--- src/pkg/mscc_pkg.sv ---
// Constants for the microstep status and chopper configuration block.
// Assumes a single 250 MHz system clock and the documented register port.
package mscc_pkg;

  // ==========================================================
  // Register port
  localparam int ADDR_W = 7;
  localparam int DATA_W = 32;
  localparam logic [ADDR_W-1:0] REG_MICROSTEP_POSITION    = 7'h36;
  localparam logic [ADDR_W-1:0] REG_PHASE_TABLE_CURRENTS  = 7'h37;
  localparam logic [ADDR_W-1:0] REG_CHOPPER_CONFIGURATION = 7'h38;

  // ==========================================================
  // Microstep counter and sine table
  localparam int CNT_W     = 10;
  localparam int CUR_W     = 9;
  localparam int QTR_LEN   = 256;
  localparam int QTR_SHIFT = 16;
  localparam logic [CUR_W-1:0] QTR_PEAK  = 9'h0f7;
  localparam logic [CUR_W-1:0] RST_PHASE_A_TABLE_CURRENT = QTR_PEAK;
  localparam logic [CUR_W-1:0] RST_PHASE_B_TABLE_CURRENT = 9'h000;
  localparam int PHASE_B_TABLE_CURRENT_LSB = 16;
  localparam int PHASE_A_TABLE_CURRENT_LSB = 0;

  // ==========================================================
  // Chopper configuration field positions
  localparam int F_SUPPLY_SHORT = 31;
  localparam int F_GROUND_SHORT = 30;
  localparam int F_DUAL_EDGE    = 29;
  localparam int F_INTERPOLATE  = 28;
  localparam int F_MICROSTEP_RESOLUTION_LSB     = 24;
  localparam int F_PASSIVE_FAST_DECAY_TIME_LSB     = 20;
  localparam int F_VHIGH_CHOP   = 19;
  localparam int F_VHIGH_FULL   = 18;
  localparam int F_TBL_LSB      = 15;
  localparam int F_CHOP_METHOD  = 14;
  localparam int F_FD_COMP_OFF  = 12;
  localparam int F_FD_MSB       = 11;
  localparam int F_HEND_LSB     = 7;
  localparam int F_HSTRT_LSB    = 4;
  localparam int F_OFF_TIME_SELECT_LSB     = 0;
  localparam logic [3:0] MICROSTEP_RESOLUTION_MAX = 4'h8;

  // Field reset values
  localparam logic [DATA_W-1:0] RST_INTERPOLATE = 32'h0000_0001;
  localparam logic [DATA_W-1:0] RST_PASSIVE_FAST_DECAY_TIME        = 32'h0000_0004;
  localparam logic [DATA_W-1:0] RST_TBL         = 32'h0000_0002;
  localparam logic [DATA_W-1:0] RST_HEND        = 32'h0000_0002;
  localparam logic [DATA_W-1:0] RST_HSTRT       = 32'h0000_0005;
  localparam logic [DATA_W-1:0] CFG_RST =
      (RST_INTERPOLATE << F_INTERPOLATE) | (RST_PASSIVE_FAST_DECAY_TIME << F_PASSIVE_FAST_DECAY_TIME_LSB) |
      (RST_TBL << F_TBL_LSB) | (RST_HEND << F_HEND_LSB) |
      (RST_HSTRT << F_HSTRT_LSB);
  // Bits 17 and 13 are unused and read zero
  localparam logic [DATA_W-1:0] CFG_MASK = 32'hfffd_dfff;

  // ==========================================================
  // Interpolation pacing
  localparam int CLK_NS          = 4;
  localparam int INTERP_TICK_NS  = 64;
  localparam int INTERP_DIV      = INTERP_TICK_NS / CLK_NS;
  localparam int DIV_W           = $clog2(INTERP_DIV);

endpackage : mscc_pkg

--- src/pkg/mscc_table_if.sv ---
// Carries the table index and the two phase currents between modules.
// Assumes purely combinational lookup in one cycle.
interface mscc_table_if;
  logic [mscc_pkg::CNT_W-1:0] idx_b;
  logic [mscc_pkg::CUR_W-1:0] phase_a_table_current;
  logic [mscc_pkg::CUR_W-1:0] phase_b_table_current;

  modport lookup (input idx_b, output phase_a_table_current, output phase_b_table_current);
  modport user   (output idx_b, input phase_a_table_current, input phase_b_table_current);
endinterface : mscc_table_if

--- src/hdl/mscc_sine_table.sv ---
// Sine lookup for both motor phases from one microstep index.
// Assumes the index is stable for one cycle; output is combinational.
module mscc_sine_table (
  mscc_table_if.lookup t    // Index in, phase currents out
);
  import mscc_pkg::*;

  // ==========================================================
  // Quarter wave, parabolic fit peaking at QTR_PEAK
  logic [7:0]       qtr [0:QTR_LEN];
  logic [CNT_W-1:0] idx [2];
  logic [CUR_W-1:0] cur [2];

  for (genvar i = 0; i <= QTR_LEN; i++) begin : g_qtr
    assign qtr[i] = 8'((i * (2 * QTR_LEN - i) * int'(QTR_PEAK))
                       >> QTR_SHIFT);
  end

  assign idx[0] = t.idx_b;
  assign idx[1] = t.idx_b + 10'(QTR_LEN);

  // ==========================================================
  // Fold full wave onto the quarter table
  for (genvar p = 0; p < 2; p++) begin : g_phase
    logic [8:0] addr;
    logic [7:0] mag;
    assign addr = idx[p][8] ? 9'(QTR_LEN) - {1'b0, idx[p][7:0]}
                            : {1'b0, idx[p][7:0]};
    assign mag  = qtr[addr];
    // Negative half waves in two's complement
    assign cur[p] = idx[p][9] ? 9'h000 - {1'b0, mag} : {1'b0, mag};
  end

  assign t.phase_b_table_current = cur[0];
  assign t.phase_a_table_current = cur[1];

endmodule // mscc_sine_table

--- src/hdl/mscc_top.sv ---
// Microstep position counter, phase table currents and chopper config.
// Assumes step and direction inputs synchronous to i_clk_sys, and a
// simple register port with one-cycle read and write strobes.
module mscc_top
  import mscc_pkg::*;
(
  input  logic                         i_clk_sys,    // System clock
  input  logic                         i_reset,      // Async reset, high
  input  logic                         i_step,       // Step input level
  input  logic                         i_dir,        // 1 counts up
  input  logic [mscc_pkg::ADDR_W-1:0]  i_reg_addr,   // Register address
  input  logic                         i_reg_wr,     // Write strobe
  input  logic                         i_reg_rd,     // Read strobe
  input  logic [mscc_pkg::DATA_W-1:0]  i_reg_wdata,  // Write data
  output logic [mscc_pkg::DATA_W-1:0]  o_reg_rdata,  // Read data
  output logic                         o_reg_rvalid, // Read data valid
  output logic [mscc_pkg::CNT_W-1:0]   o_microstep_position_count, // Index
  output logic [mscc_pkg::CUR_W-1:0]   o_phase_a_table_current,    // Phase A
  output logic [mscc_pkg::CUR_W-1:0]   o_phase_b_table_current,    // Phase B
  output logic [mscc_pkg::DATA_W-1:0]  o_chopper_config  // Config word
);
  import mscc_pkg::*;

  // ==========================================================
  // State
  typedef struct packed {
    logic [DATA_W-1:0] cfg;
    logic [CNT_W-1:0]  count;
    logic [CUR_W-1:0]  phase_a_table_current;
    logic [CUR_W-1:0]  phase_b_table_current;
    logic [8:0]        pend;
    logic              pend_dir;
    logic              step_q;
    logic [DIV_W-1:0]  div;
    logic [DATA_W-1:0] rdata;
    logic              rvalid;
  } mscc_state_s;

  mscc_state_s s;
  mscc_state_s next_s;

  mscc_table_if blank_time_select ();

  mscc_sine_table u_table (
    .t (blank_time_select)
  );

  logic             step_now;
  logic             tick;
  logic             valid_res;
  logic             cfg_intpol;
  logic             cfg_dedge;
  logic [3:0]       cfg_microstep_resolution;
  logic [CNT_W-1:0] step_w;
  logic [CNT_W-1:0] base;

  assign cfg_intpol = s.cfg[F_INTERPOLATE];
  assign cfg_dedge  = s.cfg[F_DUAL_EDGE];
  assign cfg_microstep_resolution   = s.cfg[F_MICROSTEP_RESOLUTION_LSB +: 4];
  assign blank_time_select.idx_b  = s.count;

  // ==========================================================
  // Next state
  always_comb begin
    next_s = s;
    // Dual edge lets a slow step source reach full speed
    step_now = cfg_dedge ? (i_step ^ s.step_q)
                         : (i_step & ~s.step_q);
    next_s.step_q = i_step;
    tick = (s.div == DIV_W'(INTERP_DIV - 1));
    next_s.div = tick ? '0 : s.div + 1'b1;
    valid_res = (cfg_microstep_resolution <= MICROSTEP_RESOLUTION_MAX);
    step_w = valid_res ? (10'h001 << cfg_microstep_resolution) : 10'h000;
    // Leftover interpolation lands at once so no step is lost
    base = s.pend_dir ? s.count + 10'(s.pend)
                      : s.count - 10'(s.pend);

    if (step_now && valid_res) begin
      if (cfg_intpol) begin
        next_s.count    = base;
        next_s.pend     = 9'(step_w);
        next_s.pend_dir = i_dir;
      end else begin
        next_s.count = i_dir ? base + step_w : base - step_w;
        next_s.pend  = '0;
      end
    end else if (s.pend != '0 && tick) begin
      next_s.count = s.pend_dir ? s.count + 10'h001
                                : s.count - 10'h001;
      next_s.pend  = s.pend - 9'h001;
    end

    next_s.phase_a_table_current = blank_time_select.phase_a_table_current;
    next_s.phase_b_table_current = blank_time_select.phase_b_table_current;

    // Only the configuration word is writable
    if (i_reg_wr && i_reg_addr == REG_CHOPPER_CONFIGURATION) begin
      next_s.cfg = i_reg_wdata & CFG_MASK;
    end

    next_s.rvalid = i_reg_rd;
    next_s.rdata  = '0;
    if (i_reg_rd) begin
      unique case (i_reg_addr)
        REG_MICROSTEP_POSITION:
          next_s.rdata = {22'h00_0000, s.count};
        REG_PHASE_TABLE_CURRENTS:
          next_s.rdata = {7'h00, s.phase_b_table_current, 7'h00, s.phase_a_table_current};
        REG_CHOPPER_CONFIGURATION:
          next_s.rdata = s.cfg;
        default:
          next_s.rdata = '0;
      endcase
    end
  end

  // ==========================================================
  // Registers
  always_ff @(posedge i_clk_sys or posedge i_reset) begin
    if (i_reset) begin
      s        <= '0;
      s.cfg    <= CFG_RST;
      s.phase_a_table_current  <= RST_PHASE_A_TABLE_CURRENT;
      s.phase_b_table_current  <= RST_PHASE_B_TABLE_CURRENT;
    end else begin
      s <= next_s;
    end
  end

  assign o_reg_rdata                = s.rdata;
  assign o_reg_rvalid               = s.rvalid;
  assign o_microstep_position_count = s.count;
  assign o_phase_a_table_current    = s.phase_a_table_current;
  assign o_phase_b_table_current    = s.phase_b_table_current;
  assign o_chopper_config           = s.cfg;
endmodule // mscc_top

--- config.mk ---
export PLATFORM = sky130hd
export DESIGN_NAME = mscc_top
export DESIGN_NICKNAME = d
export VERILOG_FILES = /design/src/pkg/mscc_pkg.sv /design/src/pkg/mscc_table_if.sv /design/src/hdl/mscc_sine_table.sv /design/src/hdl/mscc_top.sv
export SDC_FILE = /design/constraint.sdc
export NUM_CORES = 1
export LEC_CHECK = 0
export BUFFER_PORTS_ARGS = -buffer_cell sky130_fd_sc_hd__buf_2
export CORE_MARGIN = 2
export CORE_UTILIZATION = 40
export CTS_CLUSTER_DIAMETER = 200
export DETAILED_ROUTE_END_ITERATION = 6
export PLACE_DENSITY = 0.66
export SKIP_CTS_REPAIR_TIMING = 1
export SLEW_MARGIN = 20
export SYNTH_ARGS = -nofsm -noshare
export SYNTH_HDL_FRONTEND = slang
export SYNTH_SLANG_ARGS = --single-unit
--- constraint.sdc ---
create_clock -name i_clk_sys -period 10.1 [get_ports i_clk_sys]
set_clock_uncertainty 0.15 [all_clocks]
set_input_delay 1.01 -clock i_clk_sys [delete_from_list [all_inputs] [get_ports i_clk_sys]]
set_output_delay 1.01 -clock i_clk_sys [all_outputs]
set_load 0.1 [all_outputs]
After elaboration in Yosys (flattened, before gate mapping)
Memories as Yosys holds them, arrays and structs flattened.
Cells that the tools add are included.
{"block": "op_classes", "magnitude_cmp": 3, "n_addsub": 13, "n_eq_ne": 4, "shifts": 1, "muxes": 22, "bitwise": 5, "reduce_logical": 6}
{"operator": "$pmux W32 S3", "count": 1}
{"operator": "$mux W10", "count": 7}
{"operator": "$mux W9", "count": 7}
{"operator": "$mux W32", "count": 1}
{"operator": "$mux W8", "count": 4}
{"operator": "$eq A7 B6 Y1 const B", "count": 3}
{"operator": "$ge A10 B10 Y1 const B", "count": 2}
{"operator": "$not A9 Y10", "count": 2}
{"operator": "$sub A1 B8 Y9 const A", "count": 2}
{"operator": "$sub A9 B8 Y9 const A", "count": 2}
{"operator": "$add A10 B1 Y10 const B", "count": 1}
{"operator": "$add A10 B10 Y10", "count": 1}
{"operator": "$add A10 B9 Y10", "count": 1}
{"operator": "$add A10 B9 Y10 const B", "count": 1}
{"operator": "$shl A1 B4 Y10 const A", "count": 1}
{"operator": "$sub A10 B1 Y10 const B", "count": 1}
{"operator": "$sub A10 B10 Y10", "count": 1}
{"operator": "$sub A10 B9 Y10", "count": 1}
{"operator": "$reduce_bool A9 Y1", "count": 1}
{"operator": "$sub A9 B1 Y9 const B", "count": 1}
{"operator": "$add A4 B1 Y4 const B", "count": 1}
{"operator": "$eq A4 B4 Y1 const B", "count": 1}
{"operator": "$le A4 B4 Y1 const B", "count": 1}
{"operator": "$mux W4", "count": 1}
{"operator": "other kinds (7)", "count": 9}
{"block": "word_totals", "output_inout_bits": 93, "elab_cells": 66, "mem_count": 2, "register_bits": 106, "input_bits": 45, "mem_bits_ro": 8192}
{"name": "(name not given)", "words": 512, "width": 8, "rd": 1, "rd_ports_with_merged_regs": 0, "wr": 0, "line": "mscc_sine_table.sv:29", "text": "assign mag = qtr[addr];"}
{"name": "(name not given)", "words": 512, "width": 8, "rd": 1, "rd_ports_with_merged_regs": 0, "wr": 0, "line": "mscc_sine_table.sv:29"}

Longest topological paths before layout
Gate-level depths: netlist (run 1).
{"block": "logic_depth", "depth_word": 9, "ltp_mapped": 24, "ltp_nobuf": 19}

Cells and area by module
A second synthesis (run 1) with hierarchy kept.
{"block": "unflattened", "cells_unflattened": 1473, "area_unflattened_um2": 11851.4}
{"mod": "mscc_top", "instances": 1, "cells_each": 623, "area_each_um2": 6303.5, "seq_area_each_um2": 2643.8}
{"mod": "mscc_sine_table", "instances": 1, "cells_each": 850, "area_each_um2": 5547.8, "seq_area_each_um2": 0.0}

Least setup slack after synthesis (run 1)
No wires, ideal clock.
{"block": "synth_timing", "kind": "register to register", "startpoint": "register s, in the netlist o_microstep_position_count[0]", "endpoint": "register s, in the netlist o_phase_b_table_current[7]", "setup_ns": 0.080, "stages_incl_launch_ff": 22, "arrival_ns": 4.615, "slack_ns": 5.255, "path_cell_list": "dfrtp_1 -> buf_2 -> buf_2 -> inv_1 -> clkbuf_1 -> ha_1 -> buf_2 -> nor2b_1 -> xnor2_1 -> inv_2 -> buf_2 -> buf_2 -> ha_1 -> inv_1 -> a2111oi_0 -> a211oi_1 -> o32ai_1 -> a211oi_1 -> a2111oi_0 -> o211ai_1 -> o41ai_1 -> xnor2_1"}
{"block": "synth_via", "elab_chain_cells": 8}
{"item": "from (decl)", "line": "mscc_top.sv:39", "text": "mscc_state_s s;"}
{"item": "from (signal assigned)", "line": "mscc_top.sv:126", "text": "s <= next_s;"}
{"item": "$sub A9 B8 Y9", "line": "mscc_sine_table.sv:27", "text": "assign addr = idx[p][8] ? 9'(QTR_LEN) - {1'b0, idx[p][7:0]}"}
{"item": "$mux W9 (*)", "line": "mscc_sine_table.sv:27"}
{"item": "$not A9 Y10 (not written as such) (*)", "line": "mscc_sine_table.sv:29"}
{"item": "$mem_v2 Z512 W8 (*)"}
{"item": "$mux W8 (not written as such) (*) (2 in a row)", "line": "mscc_sine_table.sv:29"}
{"item": "$sub A1 B8 Y9", "line": "mscc_sine_table.sv:31", "text": "assign cur[p] = idx[p][9] ? 9'h000 - {1'b0, mag} : {1'b0, mag};"}
{"item": "$mux W9 (*)", "line": "mscc_sine_table.sv:31"}
{"item": "named net blank_time_select.phase_b_table_current (one bit)", "line": "mscc_table_if.sv:6", "text": "logic [mscc_pkg::CUR_W-1:0] phase_b_table_current;"}
The timed path passes the listed nets; every way through them passes the cells marked *. The select of a mux whose other input is x is not followed.
A chain may end at the register's enable or synchronous reset.

Worst setup path in the final report (run 1)
Same ends and word-level chain as after synthesis.

==> results of run 1 <==
-- routing by layer --
metal  vias to the layer above  global-route usage, %  wire (µm)
met5                         -                      0          0
met4                         0                   9.83       1080
met3                        70                   3.39       2910
met2                       584                   35.7      15500
met1                      5155                   32.9      15500
li1                       5003                      -          -
-- logic make-up (layout without fill, tap and decap cells) --
kind of cell    after synthesis  count (layout)  synth area share (%)
fa+ha+maj                    61              61                  6.90
buf+inv                     257             223                  12.9
xor+xnor                     69              69                  5.46
other cells                   1               3                0.0331
mux                          65              65                  6.31
simple gates                390             390                  17.0
flops                       105             105                  23.3
compound gates              444             444                  28.1
-- state kept, by name, indices dropped and copies added (netlist names) --
name                        count
s                              15
o_reg_rdata                    31
o_phase_b_table_current         9
o_chopper_config               30
o_reg_rvalid                    1
o_phase_a_table_current         9
o_microstep_position_count     10
-- cell usage in the layout (no fill, tap or decap), drive strengths merged, types with 39 or more instances in the layout --
master | synthesis | routed
a21oi | 74 | 74
buf | 152 | 162
dfrtp | 92 | 92
ha | 57 | 57
inv | 44 | 45
mux2 | 42 | 42
nand2 | 95 | 95
nand3 | 41 | 41
nor2 | 107 | 107
nor3 | 40 | 40
o21ai | 90 | 90
xnor2 | 39 | 39
-- through the flow --
stage | utilization, % | setup slack (ns) | hold slack [ns] | std cells | instance area, µm²
after floorplan | - | 5.25 | 0.299 | 1394 | 11400
after global placement | 41.1 | 4.62 | 0.319 | 1722 | 11400
after detailed placement | 41.1 | 4.74 | 0.333 | 1722 | 11500
after CTS | 42.2 | 4.72 | 0.344 | 1738 | 11700
after global routing | 42.2 | 4.22 | 0.373 | 1738 | 11800
final | 42.2 | 4.61 | 0.341 | 1738 | 11800
-- Yosys cell counts (all sizes together) (8+ instances only) --
cell type  count  area (µm²)
buf          152        1070
nor2         107         412
nand2         95         357
dfrtp         92        2300
o21ai         90         454
a21oi         74         370
clkbuf        60         225
ha            57         713
inv           44         165
mux2          42         473
nand3         41         205
nor3          40         205
xnor2         39         349
xor2          30         270
o211ai        29         223
a31oi         27         169
a211oi        25         213
mux2i         22         220
and3          19         119
a21o          18         135
a22oi         16         120
a311oi        15         131
nor2b         15        93.8
nor4          15         115
o221ai        14         123
dfstp         13         342
nand2b        12        75.1
o31ai         12         118
o2111ai       10        87.6
a222oi         9        90.1
a221oi         8        76.3
nand4          8        56.3
o311ai         8        70.1
or3            8        50.1
-- worst max path at each step --
stage	slack, ns	endpoint	from	depth (start not counted)
finish	4.61	o_phase_b_table_current[7]	o_microstep_position_count[0]	18
global route	4.22	o_phase_b_table_current[7]	o_microstep_position_count[0]	18
detailed placement	4.74	o_phase_a_table_current[7]	o_microstep_position_count[0]	16
global placement	4.62	o_phase_b_table_current[7]	o_microstep_position_count[0]	18
CTS	4.72	o_phase_a_table_current[7]	o_microstep_position_count[0]	16
floorplan	5.25	o_phase_b_table_current[7]	o_microstep_position_count[0]	21
-- area by class of cell --
cell class | count | area [µm²]
inverter | 45 | 171
timing repair buffer | 162 | 890
fill | 2788 | 16100
sequential | 105 | 2650
clock inverter | 4 | 51.3
tap | 378 | 473
clock buffer | 12 | 246
multi-input combinational | 1032 | 7270
-- worst max-delay path: cells and delay by family (launching register included) --
| family | cells | cell delay, ns |
|---|---|---|
| buf+inv | 6 | 1.45 |
| simple gates | 1 | 0.18 |
| fa+ha+maj | 2 | 0.51 |
| xor+xnor | 2 | 0.32 |
| compound gates | 7 | 2.36 |
| flops | 1 | 0.40 |
==> results.sh, run 1 <==
export IMPL_reg2reg_depth=18
export IMPL_n_antenna_cell=0
export IMPL_critPathRequiredTime_ns=10.23
export IMPL_cpMostUsedCell="buf_4"
export IMPL_synth_edff_count=0
export IMPL_ys_seq_area_share_pct=23.3
export IMPL_ctsHtreeMaxLevel=3
export IMPL_cts_made_buffers=9
export IMPL_core_mm2=0.0279
export IMPL_end_kind="flip-flop"
export IMPL_synth_cell_types=101
export IMPL_tightest_slew_ns=1.13
export IMPL_period_minus_slack_ns=5.49
export IMPL_ys_warn_count=0
export IMPL_die_area_mm2=0.0297
export IMPL_port_buffers=132
export IMPL_setup_viol=0
export IMPL_hold_depth=1
export IMPL_grt_max_degree=82
export IMPL_grt_pass1_vias=10000
export IMPL_setup_tns_final_ns=0
export IMPL_cp_max_fo=35
export IMPL_timing_final_crit_share_pct=54.4
export IMPL_root_buffer="clkbuf_16"
export IMPL_slowest_delay_ns=0.87
export IMPL_cts_tree="yes"
export IMPL_overflow=0
export IMPL_worst_ep_arrival_time_ns=5.62
export IMPL_drive_gt1_share_pct=20.4
export IMPL_wl_per_cell_um=20.2
export IMPL_syn_avg_cell_area_um2=8.15
export IMPL_hp_start="s[33]"
export IMPL_via_per_inst=6.22
export IMPL_insertion_delay_ns=0.36
export IMPL_vias=10800
export IMPL_startpoint_type="flip-flop"
export IMPL_start_util_pct=40.7
export IMPL_area_delta_synth_final_pct=3.60
export IMPL_grt_usage_pct=23.4
export IMPL_synth_seq_cells=105
export IMPL_synth_async_reset_ratio_pct=100
export IMPL_drv_cap=0
export IMPL_synth_area_mm2=0.0113
export IMPL_yosys_most_used_dff="dfrtp_1"
export IMPL_clock_sinks=105
export IMPL_cts_max_path_buffers=2
export IMPL_timing_rr_start="o_microstep_position_count[0]"
export IMPL_status="finished clean"
export IMPL_synthCells=1392
export IMPL_first_pass_iters=5
export IMPL_r2r_end="o_phase_b_table_current[7]"
export IMPL_drc=0
export IMPL_finalMaxSlewViolations=0
export IMPL_slowest_stage="a2111oi_1"
export IMPL_cts_clk_slew_worst_paths_ns=0.07
export IMPL_critPathKind="flip-flop to flip-flop"
export IMPL_antenna_found_initial=0
export IMPL_gp_congestion=0.915
export IMPL_rsz0062_at_grt="no"
export IMPL_grt_pass1_wl_mm=55.3
export IMPL_postRouteAntennaNets=0
export IMPL_rows=61
export IMPL_finalHoldViolations=0
export IMPL_nets=1460
export IMPL_fmax_mhz=182
export IMPL_path_cells="inv_1, buf_4, ha_1, buf_4, nor2b_1, xnor2_1, buf_4, inv_2, ha_1, inv_1, a2111oi_1, a211oi_1, o32ai_1, a211oi_1, a2111oi_0, o211ai_1, o41ai_1, xnor2_1"
export IMPL_io_pins=138
export IMPL_dieHeight_um=172
export IMPL_relSlewSlack_pct=24.5
export IMPL_drt_iter0_markers=1373
export IMPL_dp_hpwl_mm=24.4
export IMPL_whs_endpoint="s[33]"
export IMPL_chipWidth_um=172
export IMPL_r2r_setup_slack_ns=4.61
export IMPL_routed_wl_mm=35.0
export IMPL_min_path_type="flip-flop to flip-flop"
Power of run 1 is left out: the tool's default activity adds up to more than one toggle a clock period on the data nets, which glitch-free logic cannot reach.
==> inputs of run 2 (changes only) <==
clock period = 5.7 ns   (was 10.1 ns; I/O delays follow)
==> run 2 against run 1 <==
  * Final cell count rose by 0.63%
  * Cell area grew 0.51%
  * Via count increased by 0.25%
  * Non-clock buffer count rose by 11
  * First-iteration DRC count shrank 7.7%
  * Sequential share of layout area fell by 0.11 points
  * Critical endpoint is now o_phase_b_table_current[4]
==> results.sh, run 2 (synthesized netlist as in run 1, its figures left out) <==
export IMPL_rows=61
export IMPL_clock_sinks=105
export IMPL_finalMaxSlewViolations=0
export IMPL_slowest_stage="a311oi_1"
export IMPL_overflow=0
export IMPL_cts_made_buffers=9
export IMPL_grt_pass1_wl_mm=54.9
export IMPL_grt_max_degree=58
export IMPL_worst_ep_arrival_time_ns=5.12
export IMPL_critPathRequiredTime_ns=5.78
export IMPL_setup_tns_final_ns=0
export IMPL_core_mm2=0.0279
export IMPL_chipWidth_um=172
export IMPL_drv_cap=0
export IMPL_min_path_type="primary input to async pin"
export IMPL_status="finished clean"
export IMPL_final_cell_mix="buf_2, nor2_1, nand2_1, dfrtp_1, o21ai_0"
export IMPL_ctsHtreeMaxLevel=3
export IMPL_n_antenna_cell=0
export IMPL_cts_clk_slew_worst_paths_ns=0.07
export IMPL_finalHoldViolations=0
export IMPL_fmax_mhz=198
export IMPL_drc=0
export IMPL_grt_usage_pct=23.3
export IMPL_gp_congestion=0.956
export IMPL_io_pins=138
export IMPL_rsz0062_at_grt="no"
export IMPL_first_pass_iters=6
export IMPL_via_per_inst=6.20
export IMPL_relSlewSlack_pct=22.7
export IMPL_path_depth=17
export IMPL_drive_gt1_share_pct=21.2
export IMPL_vias=10800
export IMPL_path_cells="inv_1, ha_1, nor2b_1, xnor2_1, buf_4, inv_2, ha_1, nor3_1, o311ai_0, a211oi_1, a311oi_1, or2_2, inv_1, ha_1, inv_1, o31ai_1, xor2_1"
export IMPL_cts_max_path_buffers=2
export IMPL_end_kind="flip-flop"
export IMPL_timing_rr_start="o_microstep_position_count[0]"
export IMPL_period_minus_slack_ns=5.04
export IMPL_largest_reg_flops=31
export IMPL_cp_top_family="compound AO/OA/AOI/OAI gates"
export IMPL_multiInputGateArea_mm2=0.00727
export IMPL_setup_viol=0
export IMPL_critPathLaunch="o_microstep_position_count[0]"
export IMPL_critPathKind="flip-flop to flip-flop"
export IMPL_die_area_mm2=0.0297
export IMPL_dieHeight_um=172
export IMPL_grt_pass1_vias=10100
export IMPL_n_fill_cell=2808
export IMPL_root_buffer="clkbuf_16"
export IMPL_area_delta_synth_final_pct=4.13
export IMPL_wl_per_cell_um=20.1
export IMPL_port_buffers=132
export IMPL_nets=1471
export IMPL_final_common_cell="buf_2"
export IMPL_cts_tree="yes"
export IMPL_critPathBufInv=5
export IMPL_dp_hpwl_mm=25.5
export IMPL_postRouteAntennaNets=0
export IMPL_timing_final_crit_share_pct=88.4
export IMPL_startpoint_type="flip-flop"
export IMPL_antenna_found_initial=0
export IMPL_insertion_delay_ns=0.37
export IMPL_routed_wl_mm=35.2
export IMPL_start_util_pct=40.7
export IMPL_drt_iter0_markers=1267
export IMPL_slowest_delay_ns=0.65
export IMPL_cp_max_fo=28
export IMPL_reg2reg_depth=17
export IMPL_tightest_slew_ns=1.15
export IMPL_register_area_mm2=0.00265
[run 2: metal layers]
layer  share of wire [%]  wire [µm]  GRT usage [%]
met4                 2.8        979           9.50
met2                  45      15700           36.6
met3                 9.3       3270           4.17
met5                   0          0              0
met1                  43      15300           31.6
[run 2: final timing paths]
kind                                         endpoint  slack, ns
hold / removal                    o_chopper_config[5]       0.14
min in group i_clk_sys                          s[37]       0.19
hold reg to reg                                 s[33]       0.34
setup / recovery           o_phase_b_table_current[4]       0.66
max in group asynchronous  o_phase_b_table_current[7]       4.11
setup reg to reg           o_phase_b_table_current[4]       0.66
[run 2: per-stage QoR]
stage / cells / instance area [µm²] / utilization (%) / setup slack [ns] / hold slack (ns)
4_1_cts: 1749 / 11800 / 42.4 / 0.720 / 0.148
2_1_floorplan: 1394 / 11400 / - / 0.855 / 0.299
3_5_place_dp: 1733 / 11500 / 41.4 / 0.722 / 0.332
5_1_grt: 1749 / 11800 / 42.4 / 0.227 / 0.172
3_3_place_gp: 1733 / 11500 / 41.4 / 0.789 / 0.318
6_report: 1749 / 11800 / 42.4 / 0.661 / 0.141
[run 2: cell type report]
| class | instances | area share (%) |
|---|---|---|
| clock buffers | 9 | 1.91 |
| flip-flops and latches | 105 | 22.4 |
| inverters | 45 | 1.45 |
| multi-input cells | 1032 | 61.6 |
| well taps | 378 | 4.00 |
| clock inverters | 7 | 0.466 |
| repair buffers | 173 | 8.20 |
[run 2: worst register-to-register path: cells and delay by family (launching register included)]
kind            cells  cell delay (ns)
compound gates      4             1.31
xor+xnor            2             0.34
fa+ha+maj           3             1.22
buf+inv             5             0.88
flops               1             0.50
simple gates        3             0.51
Power of run 2 is left out for the same reason.
==> inputs of run 3 (changes only) <==
PLACE_DENSITY = 0.68   (was 0.66)
==> run 3 against run 2 <==
  * Register-to-register slack improved by 0.24 ns
  * Maximum frequency rose by 5.1%
  * Count of clock-buffer cells in the layout rose by 2
  * Critical path type unchanged
  * Die area did not move
  * Critical path depth did not move
  * Largest cell class unchanged
  * Worst setup slack improved by 0.24 ns
  * Core utilization barely moved
  * Cell area barely moved
  * Wire length fell by 0.21%
  * Via count fell by 1.0%
==> results.sh, run 3 (synthesized netlist as in run 1, its figures left out) <==
export IMPL_status="finished clean"
export IMPL_chipWidth_um=172
export IMPL_gp_congestion=0.952
export IMPL_dp_hpwl_mm=25.4
export IMPL_cp_top_family="compound AO/OA/AOI/OAI gates"
export IMPL_rsz0062_at_grt="no"
export IMPL_die_area_mm2=0.0297
export IMPL_setup_viol=0
export IMPL_grt_pass1_vias=9630
export IMPL_drv_cap=0
export IMPL_root_buffer="clkbuf_16"
export IMPL_port_buffers=132
export IMPL_grt_pass1_wl_mm=54.2
export IMPL_path_cells="inv_1, ha_1, nor2b_1, xnor2_1, buf_4, inv_2, buf_4, ha_1, o21ai_0, mux4_2, a311oi_1, or2_2, inv_1, ha_1, inv_1, o31ai_1, xor2_1"
export IMPL_period_minus_slack_ns=4.79
export IMPL_via_per_inst=6.14
export IMPL_slowest_delay_ns=0.63
export IMPL_timing_final_crit_share_pct=84.1
export IMPL_register_area_mm2=0.00265
export IMPL_grt_usage_pct=23.1
export IMPL_end_kind="flip-flop"
export IMPL_ctsHtreeMaxLevel=3
export IMPL_clock_sinks=105
export IMPL_final_common_cell="buf_2"
export IMPL_cp_max_fo=27
export IMPL_insertion_delay_ns=0.36
export IMPL_critPathBufInv=6
export IMPL_cts_made_buffers=9
export IMPL_start_util_pct=40.7
export IMPL_drc=0
export IMPL_grt_max_degree=71
export IMPL_core_mm2=0.0279
export IMPL_largest_reg_flops=31
export IMPL_slowest_stage="a311oi_1"
export IMPL_antenna_found_initial=0
export IMPL_startpoint_type="flip-flop"
export IMPL_overflow=0
export IMPL_drt_iter0_markers=1214
export IMPL_finalMaxSlewViolations=0
export IMPL_rows=61
export IMPL_cts_tree="yes"
export IMPL_drive_gt1_share_pct=20.9
export IMPL_setup_tns_final_ns=0
export IMPL_n_antenna_cell=0
export IMPL_tightest_slew_ns=1.15
export IMPL_nets=1469
export IMPL_n_fill_cell=2768
export IMPL_postRouteAntennaNets=0
export IMPL_first_pass_iters=6
export IMPL_dieHeight_um=172
export IMPL_finalHoldViolations=0
export IMPL_multiInputGateArea_mm2=0.00727
export IMPL_io_pins=138
export IMPL_critPathRequiredTime_ns=5.78
export IMPL_critPathKind="flip-flop to flip-flop"
export IMPL_wl_per_cell_um=20.1
export IMPL_cts_max_path_buffers=2
export IMPL_area_delta_synth_final_pct=4.19
export IMPL_fmax_mhz=209
export IMPL_worst_ep_arrival_time_ns=4.87
export IMPL_min_path_type="primary input to async pin"
export IMPL_routed_wl_mm=35.2
export IMPL_cts_clk_slew_worst_paths_ns=0.08
export IMPL_vias=10700
export IMPL_relSlewSlack_pct=23.5
export IMPL_final_cell_mix="buf_2, nor2_1, nand2_1, dfrtp_1, o21ai_0"
-- run 3: cell count changes in the layout (fill, tap and decap cells not counted), sizes merged --
cell      change
bufinv        +1
clkbuf        +2
inv           -2
clkinvlp      -1
buf           -2
-- run 3: worst reg2reg max path, cell delays in order, from the launching register on --
cell and delay [ns]:
dfrtp_2 0.55, inv_1 0.11, ha_1 0.25, nor2b_1 0.34, xnor2_1 0.11, buf_4 0.21, inv_2 0.08, buf_4 0.30
ha_1 0.42, o21ai_0 0.15, mux4_2 0.48, a311oi_1 0.63, or2_2 0.24, inv_1 0.04, ha_1 0.18, inv_1 0.12
o31ai_1 0.11, xor2_1 0.19
-- run 3: routing by layer --
layer / track usage [%] / wire length [µm] / vias to the layer above
li1: - / - / 5025
met1: 32.3 / 15700 / 5147
met2: 36.8 / 15900 / 494
met3: 3.00 / 2670 / 62
met4: 7.78 / 871 / 0
met5: 0 / 0 / -
-- run 3: per-stage QoR --
step | worst slack [ns] | area, µm² | instances | hold WS, ns | utilization, %
floorplan | 0.855 | 11400 | 1394 | 0.299 | -
global placement | 1.05 | 11500 | 1731 | 0.318 | 41.4
detailed placement | 0.992 | 11500 | 1731 | 0.336 | 41.4
CTS | 0.982 | 11800 | 1747 | 0.0870 | 42.4
global route | 0.662 | 11800 | 1747 | 0.113 | 42.4
finish | 0.905 | 11800 | 1747 | 0.0774 | 42.4
-- run 3: worst paths after layout --
kind / from / to / slack (ns) / depth (start not counted)
max in group asynchronous: i_reset / o_chopper_config[21] / 4.08 / 3
min: i_reset / o_reg_rdata[25] / 0.08 / 2
max reg2reg: o_microstep_position_count[0] / o_phase_b_table_current[4] / 0.91 / 17
max: o_microstep_position_count[0] / o_phase_b_table_current[4] / 0.91 / 17
min reg2reg: s[33] / s[33] / 0.35 / 1
min in group i_clk_sys: i_step / s[37] / 0.19 / 1
-- run 3: final cells by class --
class	instances	area share (%)
sequential	105	22.4
clock inverter	5	0.487
multi-input combinational	1032	61.5
timing repair buffer	171	8.17
clock buffer	11	1.97
tap	378	4.00
inverter	45	1.45
Power of run 3 is left out for the same reason.
